$ cat config.mk
export PLATFORM = sky130hd
export DESIGN_NAME = rpc_port_config_regs
export DESIGN_NICKNAME = d
export VERILOG_FILES = /design/src/hdl/rpc_pkg.sv /design/src/hdl/rpc_port_config_regs.sv /design/src/hdl/rpc_serial_target.sv
export SDC_FILE = /design/constraint.sdc
export NUM_CORES = 1
export LEC_CHECK = 0
export BUFFER_PORTS_ARGS = -buffer_cell sky130_fd_sc_hd__buf_2
export CORE_AREA = 3 3 101 103
export DETAILED_ROUTE_END_ITERATION = 7
export DIE_AREA = 0 0 104 106
export PLACE_DENSITY = 0.74
export SLEW_MARGIN = 20
export SYNTH_ARGS = -nofsm -noshare
export SYNTH_HDL_FRONTEND = slang
export SYNTH_HIERARCHICAL = 1
export SYNTH_SLANG_ARGS = --single-unit
$ cat constraint.sdc
create_clock -name ref_clk_in -period 2 [get_ports ref_clk_in]
set_input_delay 0.2 -clock ref_clk_in [delete_from_list [all_inputs] [get_ports ref_clk_in]]
set_output_delay 0.2 -clock ref_clk_in [all_outputs]
set_load 0.005 [all_outputs]
$ cat src/hdl/rpc_pkg.sv
// constants for the repeater port configuration register bank
// Functional notes
// - serial bit 4 pairs plus/minus straight when clear, crossed when set
// - serial bit 2 picks pass-through direction; set reverses both directions
// - serial bit 1, reset one, picks register bit or general pin a
// - serial bit 0 enables pass-through when the pin is not the source
// - serial bit 3 clear ignores bit 1; general pin a then enables
// - writing one to control bit 7 resets like the reset pin low; the serial target is not reset by it
// - control bit 6 disables port one; while connected, waits for disconnect
// - control bit 4 selects interrupt pin open drain or push-pull
// - control bit 3 sets push-pull active level; open drain always active low
// - enable bit 7: pin b rising edge, or high level, interrupt
// - enable bit 6: pin b falling edge, or low level, interrupt
// - enable bit 3 gates remote-wake interrupt in suspend interrupt mode
// - enable bit 2 gates disconnect interrupt in suspend interrupt mode
// - interrupt pin shows assertion per its configured output stage
`default_nettype none
package rpc_pkg;
  // register offsets
  localparam logic [7:0] RPC_OFS_SERIAL   = 8'h50;
  localparam logic [7:0] RPC_OFS_REVISION = 8'hB0;
  localparam logic [7:0] RPC_OFS_CONTROL  = 8'hB2;
  localparam logic [7:0] RPC_OFS_IRQ_EN   = 8'hB3;
  // reset values and writable bit masks
  localparam logic [7:0] RPC_SERIAL_RST   = 8'h02;
  localparam logic [7:0] RPC_CONTROL_RST  = 8'h00;
  localparam logic [7:0] RPC_IRQ_EN_RST   = 8'h00;
  localparam logic [7:0] RPC_SERIAL_MASK  = 8'hDF;
  localparam logic [7:0] RPC_CONTROL_MASK = 8'h58;
  localparam logic [7:0] RPC_IRQ_EN_MASK  = 8'hCC;
  // arbitrary neutral revision code
  localparam logic [7:0] RPC_REVISION_CODE = 8'h5A;
  // arbitrary default target address
  localparam logic [6:0] RPC_TARGET_ADDR  = 7'h2C;
  // serial-mode field positions
  localparam int RPC_PASSTHROUGH_ENABLE_BIT = 0;
  localparam int RPC_PASSTHROUGH_SELECT_BIT = 1;
  localparam int RPC_PASSTHROUGH_FLIP_BIT   = 2;
  localparam int RPC_PASSTHROUGH_GATE_BIT   = 3;
  localparam int RPC_PASSTHROUGH_SWAP_BIT   = 4;
  // global control field positions
  localparam int RPC_SOFT_RESET_BIT     = 7;
  localparam int RPC_PORT_SHUTDOWN_BIT  = 6;
  localparam int RPC_IRQ_DRIVE_KIND_BIT = 4;
  localparam int RPC_IRQ_LEVEL_BIT      = 3;
  // interrupt enable field positions
  localparam int RPC_PIN_B_HIGH_BIT     = 7;
  localparam int RPC_PIN_B_LOW_BIT      = 6;
  localparam int RPC_WAKE_BIT           = 3;
  localparam int RPC_DISCONNECT_BIT     = 2;
  // pin synchroniser lanes: a, b, reset, edp, edm, dp, dm
  localparam int          RPC_SYNC_W   = 7;
  localparam logic [6:0]  RPC_SYNC_RST = 7'h04;
  // serial target bit counter full value
  localparam logic [3:0]  RPC_BITS_PER_BYTE = 4'h8;
  // serial target states, gray along the usual path
  typedef enum logic [2:0] {
    RPC_ST_IDLE  = 3'h0,
    RPC_ST_ADDR  = 3'h1,
    RPC_ST_AACK  = 3'h3,
    RPC_ST_WBYTE = 3'h2,
    RPC_ST_WACK  = 3'h6,
    RPC_ST_RBYTE = 3'h7,
    RPC_ST_RACK  = 3'h5
  } rpc_state_e;
endpackage : rpc_pkg
`default_nettype wire

$ cat src/hdl/rpc_port_config_regs.sv
// port one configuration and interrupt-enable registers with pass-through routing
`default_nettype none
module rpc_port_config_regs
  import rpc_pkg::*;
(
  // clock and reset
  input  wire logic ref_clk_in,
  input  wire logic srst_in,
  input  wire logic active_low_reset_pin_in,
  // serial register port
  input  wire logic scl_in,
  input  wire logic sda_in,
  output logic      sda_out,
  output logic      sda_oe_out,
  // general pins
  input  wire logic general_pin_a_in,
  input  wire logic general_pin_b_in,
  input  wire logic pin_b_trigger_kind_in,
  // repeater status from port one
  input  wire logic link_connected_in,
  input  wire logic disconnect_event_in,
  input  wire logic remote_wake_event_in,
  input  wire logic suspend_irq_mode_in,
  input  wire logic irq_ack_in,
  output logic      port_enabled_out,
  // embedded side data pins
  input  wire logic edp_in,
  output logic      edp_out,
  output logic      edp_oe_out,
  input  wire logic edm_in,
  output logic      edm_out,
  output logic      edm_oe_out,
  // legacy side data pins
  input  wire logic dp_in,
  output logic      dp_out,
  output logic      dp_oe_out,
  input  wire logic dm_in,
  output logic      dm_out,
  output logic      dm_oe_out,
  // interrupt output pin
  output logic      interrupt_output_pin_out,
  output logic      interrupt_output_pin_oe_out
);
  logic [RPC_SYNC_W-1:0] s1_reg, s2_reg, s3_reg, filt_reg;
  logic [7:0] serial_reg;
  logic [7:0] control_reg;
  logic [7:0] irq_en_reg;
  logic [3:0] pend_reg;
  logic       soft_rst_reg;
  logic       port_disabled_reg;
  logic       pin_b_prev_reg;
  logic       scl_f_reg, sda_f_reg;
  logic [7:0] rd_addr, wr_addr, wr_data, rd_data;
  logic       wr_strobe;

  // pin synchronisers: a change counts once stages two and three agree
  wire [RPC_SYNC_W-1:0] raw   = {dm_in, dp_in, edm_in, edp_in, active_low_reset_pin_in,
                                 general_pin_b_in, general_pin_a_in};
  wire [RPC_SYNC_W-1:0] agree = ~(s2_reg ^ s3_reg);
  always_ff @(posedge ref_clk_in) begin
    if (srst_in) begin
      s1_reg   <= RPC_SYNC_RST;
      s2_reg   <= RPC_SYNC_RST;
      s3_reg   <= RPC_SYNC_RST;
      filt_reg <= RPC_SYNC_RST;
    end else begin
      s1_reg   <= raw;
      s2_reg   <= s1_reg;
      s3_reg   <= s2_reg;
      filt_reg <= (s2_reg & agree) | (filt_reg & ~agree);
    end
  end
  wire pin_a   = filt_reg[0];
  wire pin_b   = filt_reg[1];
  wire pin_rst = ~filt_reg[2];
  wire edp_s   = filt_reg[3];
  wire edm_s   = filt_reg[4];
  wire dp_s    = filt_reg[5];
  wire dm_s    = filt_reg[6];

  wire hard_rst = srst_in | pin_rst;
  wire dev_rst  = hard_rst | soft_rst_reg;

  // serial bus lines pass the same three-stage filter
  logic [2:0] scl_sh_reg, sda_sh_reg;
  always_ff @(posedge ref_clk_in) begin
    if (srst_in) begin
      scl_sh_reg <= 3'h7;
      sda_sh_reg <= 3'h7;
      scl_f_reg  <= 1'b1;
      sda_f_reg  <= 1'b1;
    end else begin
      scl_sh_reg <= {scl_sh_reg[1:0], scl_in};
      sda_sh_reg <= {sda_sh_reg[1:0], sda_in};
      scl_f_reg  <= (scl_sh_reg[1] == scl_sh_reg[2]) ? scl_sh_reg[2] : scl_f_reg;
      sda_f_reg  <= (sda_sh_reg[1] == sda_sh_reg[2]) ? sda_sh_reg[2] : sda_f_reg;
    end
  end

  // serial target; not cleared by soft reset so the ack still completes
  rpc_serial_target u_target (
    .ref_clk_in    (ref_clk_in),
    .srst_in       (hard_rst),
    .scl_in        (scl_f_reg),
    .sda_in        (sda_f_reg),
    .sda_oe_out    (sda_oe_out),
    .rd_data_in    (rd_data),
    .rd_addr_out   (rd_addr),
    .wr_addr_out   (wr_addr),
    .wr_data_out   (wr_data),
    .wr_strobe_out (wr_strobe)
  );

  // register decode and read mux; unmapped offsets read zero
  wire wr_serial  = wr_strobe & (wr_addr == RPC_OFS_SERIAL);
  wire wr_control = wr_strobe & (wr_addr == RPC_OFS_CONTROL);
  wire wr_irq_en  = wr_strobe & (wr_addr == RPC_OFS_IRQ_EN);
  assign rd_data = (rd_addr == RPC_OFS_SERIAL)   ? serial_reg :
                   (rd_addr == RPC_OFS_REVISION) ? RPC_REVISION_CODE :
                   (rd_addr == RPC_OFS_CONTROL)  ? control_reg :
                   (rd_addr == RPC_OFS_IRQ_EN)   ? irq_en_reg : 8'h00;

  // register writes; reserved read-only bits stay zero through the masks
  always_ff @(posedge ref_clk_in) begin
    if (dev_rst) begin
      serial_reg  <= RPC_SERIAL_RST;
      control_reg <= RPC_CONTROL_RST;
      irq_en_reg  <= RPC_IRQ_EN_RST;
    end else begin
      if (wr_serial) serial_reg <= wr_data & RPC_SERIAL_MASK;
      if (wr_control) control_reg <= wr_data & RPC_CONTROL_MASK;
      if (wr_irq_en) irq_en_reg <= wr_data & RPC_IRQ_EN_MASK;
    end
  end

  // self-clearing reset pulse, one cycle long
  always_ff @(posedge ref_clk_in) begin
    if (hard_rst) soft_rst_reg <= 1'b0;
    else soft_rst_reg <= wr_control & wr_data[RPC_SOFT_RESET_BIT];
  end

  // shutdown waits for link loss; holds while the bit stays set
  wire shutdown_bit = control_reg[RPC_PORT_SHUTDOWN_BIT];
  wire disable_next = shutdown_bit & (port_disabled_reg | ~link_connected_in | disconnect_event_in);
  always_ff @(posedge ref_clk_in) begin
    if (dev_rst) begin
      port_disabled_reg <= 1'b0;
      port_enabled_out  <= 1'b0;
    end else begin
      port_disabled_reg <= disable_next;
      port_enabled_out  <= ~disable_next;
    end
  end

  wire use_reg_src = serial_reg[RPC_PASSTHROUGH_GATE_BIT] & serial_reg[RPC_PASSTHROUGH_SELECT_BIT];
  wire pt_enable = use_reg_src ? serial_reg[RPC_PASSTHROUGH_ENABLE_BIT] : pin_a;
  wire pt_active = pt_enable & ~port_disabled_reg;

  wire flip       = serial_reg[RPC_PASSTHROUGH_FLIP_BIT];
  wire leg_src    = flip ? dm_s : dp_s;
  wire emb_out_m  = serial_reg[RPC_PASSTHROUGH_SWAP_BIT] ^ flip;
  wire emb_src    = emb_out_m ? edp_s : edm_s;

  // pass-through drivers; a pin only drives while it is the chosen output
  always_ff @(posedge ref_clk_in) begin
    if (dev_rst) begin
      {edp_out, edm_out, dp_out, dm_out}             <= 4'h0;
      {edp_oe_out, edm_oe_out, dp_oe_out, dm_oe_out} <= 4'h0;
    end else begin
      edp_out    <= leg_src;
      edm_out    <= leg_src;
      dp_out     <= emb_src;
      dm_out     <= emb_src;
      edp_oe_out <= pt_active & ~emb_out_m;
      edm_oe_out <= pt_active & emb_out_m;
      dp_oe_out  <= pt_active & flip;
      dm_oe_out  <= pt_active & ~flip;
    end
  end

  // interrupt sources: pending bits hi-edge, lo-edge, wake, disconnect
  wire trig_level = pin_b_trigger_kind_in;
  wire b_hi_en    = irq_en_reg[RPC_PIN_B_HIGH_BIT];
  wire b_lo_en    = irq_en_reg[RPC_PIN_B_LOW_BIT];
  wire wake_en    = irq_en_reg[RPC_WAKE_BIT];
  wire disc_en    = irq_en_reg[RPC_DISCONNECT_BIT];
  wire b_rise     = pin_b & ~pin_b_prev_reg;
  wire b_fall     = ~pin_b & pin_b_prev_reg;
  wire [3:0] set_ev = {suspend_irq_mode_in & disc_en & disconnect_event_in,
                       suspend_irq_mode_in & wake_en & remote_wake_event_in,
                       ~trig_level & b_lo_en & b_fall,
                       ~trig_level & b_hi_en & b_rise};
  wire level_hit  = trig_level & ((b_hi_en & pin_b) | (b_lo_en & ~pin_b));
  wire [3:0] en_vec = {disc_en, wake_en, b_lo_en, b_hi_en};
  // only enabled sources reach the pin
  wire irq_active = (|(pend_reg & en_vec)) | level_hit;

  // sticky pending; a new event in the ack cycle wins over the clear
  always_ff @(posedge ref_clk_in) begin
    if (dev_rst) begin
      pend_reg       <= 4'h0;
      pin_b_prev_reg <= 1'b0;
    end else begin
      pend_reg       <= set_ev | (pend_reg & {4{~irq_ack_in}});
      pin_b_prev_reg <= pin_b;
    end
  end

  wire push_pull = control_reg[RPC_IRQ_DRIVE_KIND_BIT];
  wire act_low   = control_reg[RPC_IRQ_LEVEL_BIT];
  always_ff @(posedge ref_clk_in) begin
    if (dev_rst) begin
      interrupt_output_pin_out    <= 1'b0;
      interrupt_output_pin_oe_out <= 1'b0;
      sda_out                     <= 1'b0;
    end else begin
      interrupt_output_pin_out    <= push_pull & (irq_active ^ act_low);
      interrupt_output_pin_oe_out <= push_pull | irq_active;
      sda_out                     <= 1'b0;
    end
  end
endmodule // rpc_port_config_regs
`default_nettype wire

$ cat src/hdl/rpc_serial_target.sv
// two-wire serial target giving byte access to the register bank
`default_nettype none
module rpc_serial_target
  import rpc_pkg::*;
(
  // clock and reset
  input  wire logic       ref_clk_in,
  input  wire logic       srst_in,
  // filtered bus levels
  input  wire logic       scl_in,
  input  wire logic       sda_in,
  output logic            sda_oe_out,
  // register access
  input  wire logic [7:0] rd_data_in,
  output logic [7:0]      rd_addr_out,
  output logic [7:0]      wr_addr_out,
  output logic [7:0]      wr_data_out,
  output logic            wr_strobe_out
);
  rpc_state_e state_reg;
  logic [7:0] shift_reg;
  logic [7:0] ptr_reg;
  logic [3:0] cnt_reg;
  logic       scl_prev_reg;
  logic       sda_prev_reg;
  logic       read_reg;
  logic       first_reg;
  logic       nack_reg;

  // bus events from filtered levels
  wire scl_rise = scl_in & ~scl_prev_reg;
  wire scl_fall = ~scl_in & scl_prev_reg;
  wire start_ev = scl_in & scl_prev_reg & sda_prev_reg & ~sda_in;
  wire stop_ev  = scl_in & scl_prev_reg & ~sda_prev_reg & sda_in;
  wire full     = (cnt_reg == RPC_BITS_PER_BYTE);
  wire addr_hit = (shift_reg[7:1] == RPC_TARGET_ADDR);

  assign rd_addr_out = ptr_reg;

  // byte engine: sample on rising clock, change data on falling clock
  always_ff @(posedge ref_clk_in) begin
    scl_prev_reg  <= scl_in;
    sda_prev_reg  <= sda_in;
    wr_strobe_out <= 1'b0;
    if (srst_in) begin
      state_reg    <= RPC_ST_IDLE;
      shift_reg    <= 8'h00;
      ptr_reg      <= 8'h00;
      cnt_reg      <= 4'h0;
      read_reg     <= 1'b0;
      first_reg    <= 1'b0;
      nack_reg     <= 1'b0;
      sda_oe_out   <= 1'b0;
      wr_addr_out  <= 8'h00;
      wr_data_out  <= 8'h00;
      scl_prev_reg <= 1'b1;
      sda_prev_reg <= 1'b1;
    end else if (start_ev) begin
      // a repeated start is accepted anywhere
      state_reg  <= RPC_ST_ADDR;
      cnt_reg    <= 4'h0;
      sda_oe_out <= 1'b0;
    end else if (stop_ev) begin
      state_reg  <= RPC_ST_IDLE;
      sda_oe_out <= 1'b0;
    end else if (scl_rise) begin
      if (state_reg == RPC_ST_ADDR || state_reg == RPC_ST_WBYTE) begin
        shift_reg <= {shift_reg[6:0], sda_in};
        cnt_reg   <= cnt_reg + 4'h1;
      end else if (state_reg == RPC_ST_RBYTE) begin
        shift_reg <= {shift_reg[6:0], 1'b0};
        cnt_reg   <= cnt_reg + 4'h1;
      end else if (state_reg == RPC_ST_RACK) begin
        nack_reg <= sda_in;
        ptr_reg  <= ptr_reg + 8'h01;
      end
    end else if (scl_fall) begin
      case (state_reg)
        RPC_ST_ADDR: begin
          if (full && addr_hit) begin
            state_reg  <= RPC_ST_AACK;
            read_reg   <= shift_reg[0];
            sda_oe_out <= 1'b1;
          end else if (full) begin
            state_reg <= RPC_ST_IDLE;
          end
        end
        RPC_ST_AACK: begin
          cnt_reg <= 4'h0;
          if (read_reg) begin
            state_reg  <= RPC_ST_RBYTE;
            shift_reg  <= rd_data_in;
            sda_oe_out <= ~rd_data_in[7];
          end else begin
            state_reg  <= RPC_ST_WBYTE;
            first_reg  <= 1'b1;
            sda_oe_out <= 1'b0;
          end
        end
        RPC_ST_WBYTE: begin
          if (full) begin
            state_reg  <= RPC_ST_WACK;
            sda_oe_out <= 1'b1;
            first_reg  <= 1'b0;
            if (first_reg) begin
              ptr_reg <= shift_reg;
            end else begin
              wr_addr_out   <= ptr_reg;
              wr_data_out   <= shift_reg;
              wr_strobe_out <= 1'b1;
              ptr_reg       <= ptr_reg + 8'h01;
            end
          end
        end
        RPC_ST_WACK: begin
          state_reg  <= RPC_ST_WBYTE;
          cnt_reg    <= 4'h0;
          sda_oe_out <= 1'b0;
        end
        RPC_ST_RBYTE: begin
          if (full) begin
            state_reg  <= RPC_ST_RACK;
            sda_oe_out <= 1'b0;
          end else begin
            sda_oe_out <= ~shift_reg[7];
          end
        end
        RPC_ST_RACK: begin
          // controller nack ends the read until the next start
          cnt_reg <= 4'h0;
          if (nack_reg) begin
            state_reg <= RPC_ST_IDLE;
          end else begin
            state_reg  <= RPC_ST_RBYTE;
            shift_reg  <= rd_data_in;
            sda_oe_out <= ~rd_data_in[7];
          end
        end
        default: begin
          state_reg  <= RPC_ST_IDLE;
          sda_oe_out <= 1'b0;
        end
      endcase
    end
  end
endmodule // rpc_serial_target
`default_nettype wire

# Word level (Yosys, flattened, before mapping)
# Cells that the tools add are included.
# word_totals
input_bits	17
output_inout_bits	13
wordCells	220
register_bits	112
# classes
n_eq_ne	33
add_sub_neg	2
mux	48
reduce_logical	24
bitwise_logic	75
# ops
op	n
8-bit two-way mux	18
8-bit equality test, second input constant	5
1-bit bitwise AND	32
1-bit inverter	25
7-bit AND reduction	3
4-bit two-way mux	5
3-bit two-way mux	6
3-bit one-hot mux with 6 select lines	1
8-bit by 7-bit equality test with 1-bit output, second input constant	2
8-bit one-hot mux with 2 select lines	1
1-bit two-way mux	15
5-bit AND reduction	3
7-bit bitwise AND	2
7-bit inverter	2
2-bit inequality test, second input constant	6
6-bit AND reduction	2
2-bit nonzero test	5
3-bit equality test, second input constant	3
3-bit inequality test, second input constant	3
8-bit by 1-bit adder with 8-bit output, second input constant	1
4-bit bitwise AND	2
4-bit by 1-bit inequality test with 1-bit output, second input constant	2
8-bit AND reduction	1
7-bit by 6-bit equality test with 1-bit output, second input constant	1
24 further kinds	36

# Longest topological paths before layout
# logic_depth
depth_word	9
depth_mapped	9

# By module
# The synthesis kept the hierarchy.
# by_module_without_submodules
mod	area_each_um2	instances	seq_area_each_um2	cells_each
rpc_serial_target	2600.0	1	920.9	318
rpc_port_config_regs	2422.3	1	1321.3	241

# Least setup slack after synthesis
# No wires, ideal clock.
# synth_path
path_kind	register to register
start	register u_target.ptr_reg[2] (netlist: u_target/rd_addr_out[2])
end	register u_target.shift_reg[3]
required_ns	1.872
period_less_slack_ns	2.053
t_arrival_ns	1.925
n_path_buf	1
path_stages_with_launch	8
setup_slack_ns	-0.053
path_cell_list	dfxtp_1 > or3b_1 > buf_6 > or4_4 > o22a_1 > mux2_2 > mux2i_1 > nor2_1
# synth_via
elab_chain_cells	9
# synth_rtl
element	line_no	source
start: declaration	rpc_serial_target.sv:22	logic [7:0] ptr_reg;
start signal: assignment	rpc_serial_target.sv:75	ptr_reg <= ptr_reg + 8'h01;
start signal: assignment	rpc_serial_target.sv:106	ptr_reg <= shift_reg;
start signal: assignment	rpc_serial_target.sv:111	ptr_reg <= ptr_reg + 8'h01;
8-bit equality test	rpc_port_config_regs.sv:121	(rd_addr == RPC_OFS_IRQ_EN) ? irq_en_reg : 8'h00;
8-bit two-way mux	rpc_port_config_regs.sv:121	
8-bit two-way mux	rpc_port_config_regs.sv:120	(rd_addr == RPC_OFS_CONTROL) ? control_reg :
8-bit two-way mux	rpc_port_config_regs.sv:119	(rd_addr == RPC_OFS_REVISION) ? RPC_REVISION_CODE :
8-bit two-way mux (*)	rpc_port_config_regs.sv:118	assign rd_data = (rd_addr == RPC_OFS_SERIAL) ? serial_reg :
named net rd_data[3]	rpc_port_config_regs.sv:53	logic [7:0] rd_addr, wr_addr, wr_data, rd_data;
8-bit two-way mux (on tied branches)	rpc_serial_target.sv:131, rpc_serial_target.sv:90	
8-bit one-hot mux with 2 select lines (*)	rpc_serial_target.sv:78	case (state_reg)
8-bit two-way mux (*)	rpc_serial_target.sv:77	end else if (scl_fall) begin
8-bit two-way mux (*)	rpc_serial_target.sv:66	end else if (scl_rise) begin
end signal: assignment	rpc_serial_target.sv:68	shift_reg <= {shift_reg[6:0], sda_in};
end signal: assignment	rpc_serial_target.sv:71	shift_reg <= {shift_reg[6:0], 1'b0};
end signal: assignment	rpc_serial_target.sv:135	shift_reg <= rd_data_in;
end: declaration	rpc_serial_target.sv:21	logic [7:0] shift_reg;
# The timed path passes the listed nets; every way through them passes the cells marked *. The select of a mux whose other input is x is not followed.
# A chain may end at the register's enable or synchronous reset.

# Worst setup path after layout
# layout_path
start	register u_target.ptr_reg[5] (netlist: u_target/rd_addr_out[5])
end	register u_target.shift_reg[4]
# layout_via
elab_chain_cells	8
# layout_rtl
element	line_no
8-bit equality test	rpc_port_config_regs.sv:120
8-bit two-way mux	rpc_port_config_regs.sv:120
8-bit two-way mux	rpc_port_config_regs.sv:119
8-bit two-way mux (*)	rpc_port_config_regs.sv:118
named net rd_data[4]	rpc_port_config_regs.sv:53
8-bit two-way mux (on tied branches)	rpc_serial_target.sv:131, rpc_serial_target.sv:90
8-bit one-hot mux with 2 select lines (*)	rpc_serial_target.sv:78
8-bit two-way mux (*)	rpc_serial_target.sv:77
8-bit two-way mux (*)	rpc_serial_target.sv:66
# Marked as above.

==> flow_summary.toml <==
[worst_setup_path]
timing.critical_path.fanout_max = 3
setup.worst_path.start = "u_target/rd_addr_out[5]"
r2r_setup_slack_ps = -10
timing.reg2reg.worst_path_depth = 6
capturing_element_type_of_the_critical_path = "flip-flop"
r2r_start = "u_target/rd_addr_out[5]"
worstPathRequired_ps = 2260
startpoint_type = "flip-flop"
maximum_cell_stage_delay_along_the_critical_path_ps = 520
timing.critical_path.slowest_stage_cell = "or4_4"
timing.critical_path.cells = "or3b_4 > or4_4 > o22a_1 > mux2_2 > mux2i_1 > nor2_1"
arrival_ps = 2270
critPathKind = "flip-flop to flip-flop"
critical_path.reg2reg.endpoint = "u_target/shift_reg[4]"

[logic_synthesis]
synthesis.instances = 555
ys.warnings.count = 6
synthesis.area_mm2 = 0.00499
synth_area_per_cell_um2 = 8.99

[power]
share_comb_of_total_power_pct = 2.7
power_density_over_the_cells_mw_per_mm2 = 645
power.static_leakage_uw = 0.00228
sw_frac_of_total_pct = 25.0
power.switching_uw = 933
peakVddDrop_mv = 0.593
share_seq_of_total_power_pct = 60.0
internal_power_uw = 2800
p_clk_share_pct = 37.2

[floorplan]
floorplan.io_pins = 30
rows = 35
die_w_um = 104
die_height_um = 106
start_util_pct = 53.7
design.die.area_mm2 = 0.0110
fp.coreArea_mm2 = 0.00928

[clock_network]
clock_tree.htree_level_count = 3
number_of_buffers_created_by_cts = 9
clk_sinks = 111
worst_skew_pair_later_pin_latency_ps = 370
cts_tree = "built"
clockRootBuffer = "clkbuf_8"
clock_pin_slew_on_the_worst_setup_and_hold_paths_ps = 130
cts_max_path_buffers = 2

[routing]
routed.top_layer = "met4"
route.met3.wl_um = 392
antenna_violating_nets_post_route = 0
met2RoutedLength_mm = 5.18
drt_first_pass_iters = 4
vias = 4010
route.detailed.drc = 0
detail_routed_via_count_per_cell = 5.40
routed_wire_length_per_instance_um = 14.3
route.final.wire_length_mm = 10.6
dr.first_iter.drc_count = 178
wl_met1_mm = 4.89

[global_route]
grt_pass1_vias = 3853
groute.usage.overall_pct = 19.3
grt_overflow_total = 0
wire_length_of_the_first_global_routing_pass_mm = 17.8
grt_start_max_net_pins = 35
initial_antenna_violation_count = 0

[min_path]
min_delay_worst_endpoint = "s1_reg[5]"
holdCritPathClass = "input pin to flip-flop"
min_delay_path_depth = 2
holdCritStartpoint = "dp_in"

[sta]
max_slew.worst_pin.slew_ps = 501
timing_hold_violations_final = 0
maxSlewHeadroom_pct = 66.1
ratio_of_final_minimum_period_to_clock_period_pct = 101
clock.fmax_ghz = 0.497
report.final.slew_viol_count = 0
timing.final.crit_period_ps = 2010
worst_hold_slack_ps = 15.5
grt_setup_unrepaired = "true"
setup_tns_ps = -24.4
clock_skew_ps = 15.0
finalWorstSetupSlack_ps = -13.5
total_of_endpoints_with_negative_setup_slack_in_the_final_report = 3

[place]
gp_congestion = 0.936
dp_hpwl_mm = 7.67
place.port_buffers = 28

[finish]
drive_above_1_share_pct = 22.3
antenna_cells_inserted = 0
synthToLayoutAreaGrowth_pct = 16.1
layout_nets = 631

[run_status]
status = "finished, violations left"
violations = "negative setup slack"

[flow_run]
timing.max_cap.violations = 0
[placed cells by master (no fill, tap or decap), types with 3 or more instances in the layout]
cell type	instances
dfxtp_1	108
nand2_1	83
buf_4	41
a21oi_1	40
nor2_1	38
mux2i_1	29
buf_2	28
nor2b_1	23
o21ai_0	22
inv_1	13
nand3_1	13
or2_2	11
nand2b_1	10
nand3b_1	9
clkbuf_8	9
mux2_2	8
a211oi_1	8
nor3_1	7
ha_1	5
a32oi_1	4
o21bai_1	4
or3b_4	3
o22a_1	3
nor4bb_1	3
and3_1	3
xnor2_1	3
or3_1	3
clkinv_8	3
dlygate4sd3_1	3
o22ai_1	3
nor3b_1	3
buf_12	3
dfxtp_2	3
[metal layers]
| metal | vias to the layer above | global-route usage (%) |
|---|---|---|
| met5 | - | 0 |
| met2 | 61 | 33.9 |
| met4 | 0 | 6.36 |
| li1 | 2032 | - |
| met3 | 18 | 3.40 |
| met1 | 1899 | 24.2 |
[how the worst max path moves through the flow]
stage / to / slack, ps / cells after the start
after floorplan: u_target/shift_reg[3] / -7 / 7
after global placement: u_target/shift_reg[3] / 20 / 6
after detailed placement: u_target/rd_addr_out[5] / -20 / 8
after CTS: u_target/shift_reg[4] / -20 / 6
after global routing: u_target/shift_reg[4] / -80 / 6
final: u_target/shift_reg[4] / -10 / 6
[area by class of cell]
| class | instances | area, um^2 |
|---|---|---|
| fill | 807 | 3490 |
| multi-input combinational | 398 | 2600 |
| sequential | 111 | 2230 |
| timing repair buffer | 75 | 538 |
| tap | 129 | 161 |
| clock buffer | 9 | 124 |
| clock inverter | 7 | 96.3 |
| inverter | 13 | 48.8 |
[what timing repair did]
item / in CTS / in global routing
setup buffers: 0 / 3
gates resized for setup: 4 / 8
endpoints found under the hold margin: 3 / 0
pin swaps: 5 / 1
setup endpoints to repair: 12 / 10
hold buffers: 3 / 0
[metrics by stage]
| step | cells | instance area, um^2 | setup WS, ps | utilization, % | total power, uW |
|---|---|---|---|---|---|
| 5_1_grt | 742 | 5790 | -80.3 | 62.4 | 3870 |
| 3_5_place_dp | 720 | 5470 | -19.2 | 58.9 | 2390 |
| 3_3_place_gp | 720 | 5470 | 21.6 | 58.9 | 2390 |
| 4_1_cts | 739 | 5730 | -18.5 | 61.7 | 3760 |
| 6_report | 742 | 5790 | -13.5 | 62.4 | 3740 |
| 2_1_floorplan | 556 | 5000 | -6.64 | - | 2360 |
[critical path: cells and delay by family, from the launching register on]
kind | cells | cell delay (ps)
AO/OA/AOI/OAI | 1 | 210
flip-flops | 1 | 330
multiplexers | 2 | 390
AND/OR/NAND/NOR | 3 | 980
[power groups by stage]
stage / Combinational [uW] / Sequential [uW] / Clock (uW)
3_5_place_dp: 98.3 / 2290 / 0
2_1_floorplan: 64.9 / 2290 / 0
6_report: 102 / 2240 / 1390
3_3_place_gp: 95.7 / 2290 / 0
5_1_grt: 115 / 2250 / 1510
4_1_cts: 103 / 2240 / 1420
No activity file was read; power rests on OpenSTA's default activity.
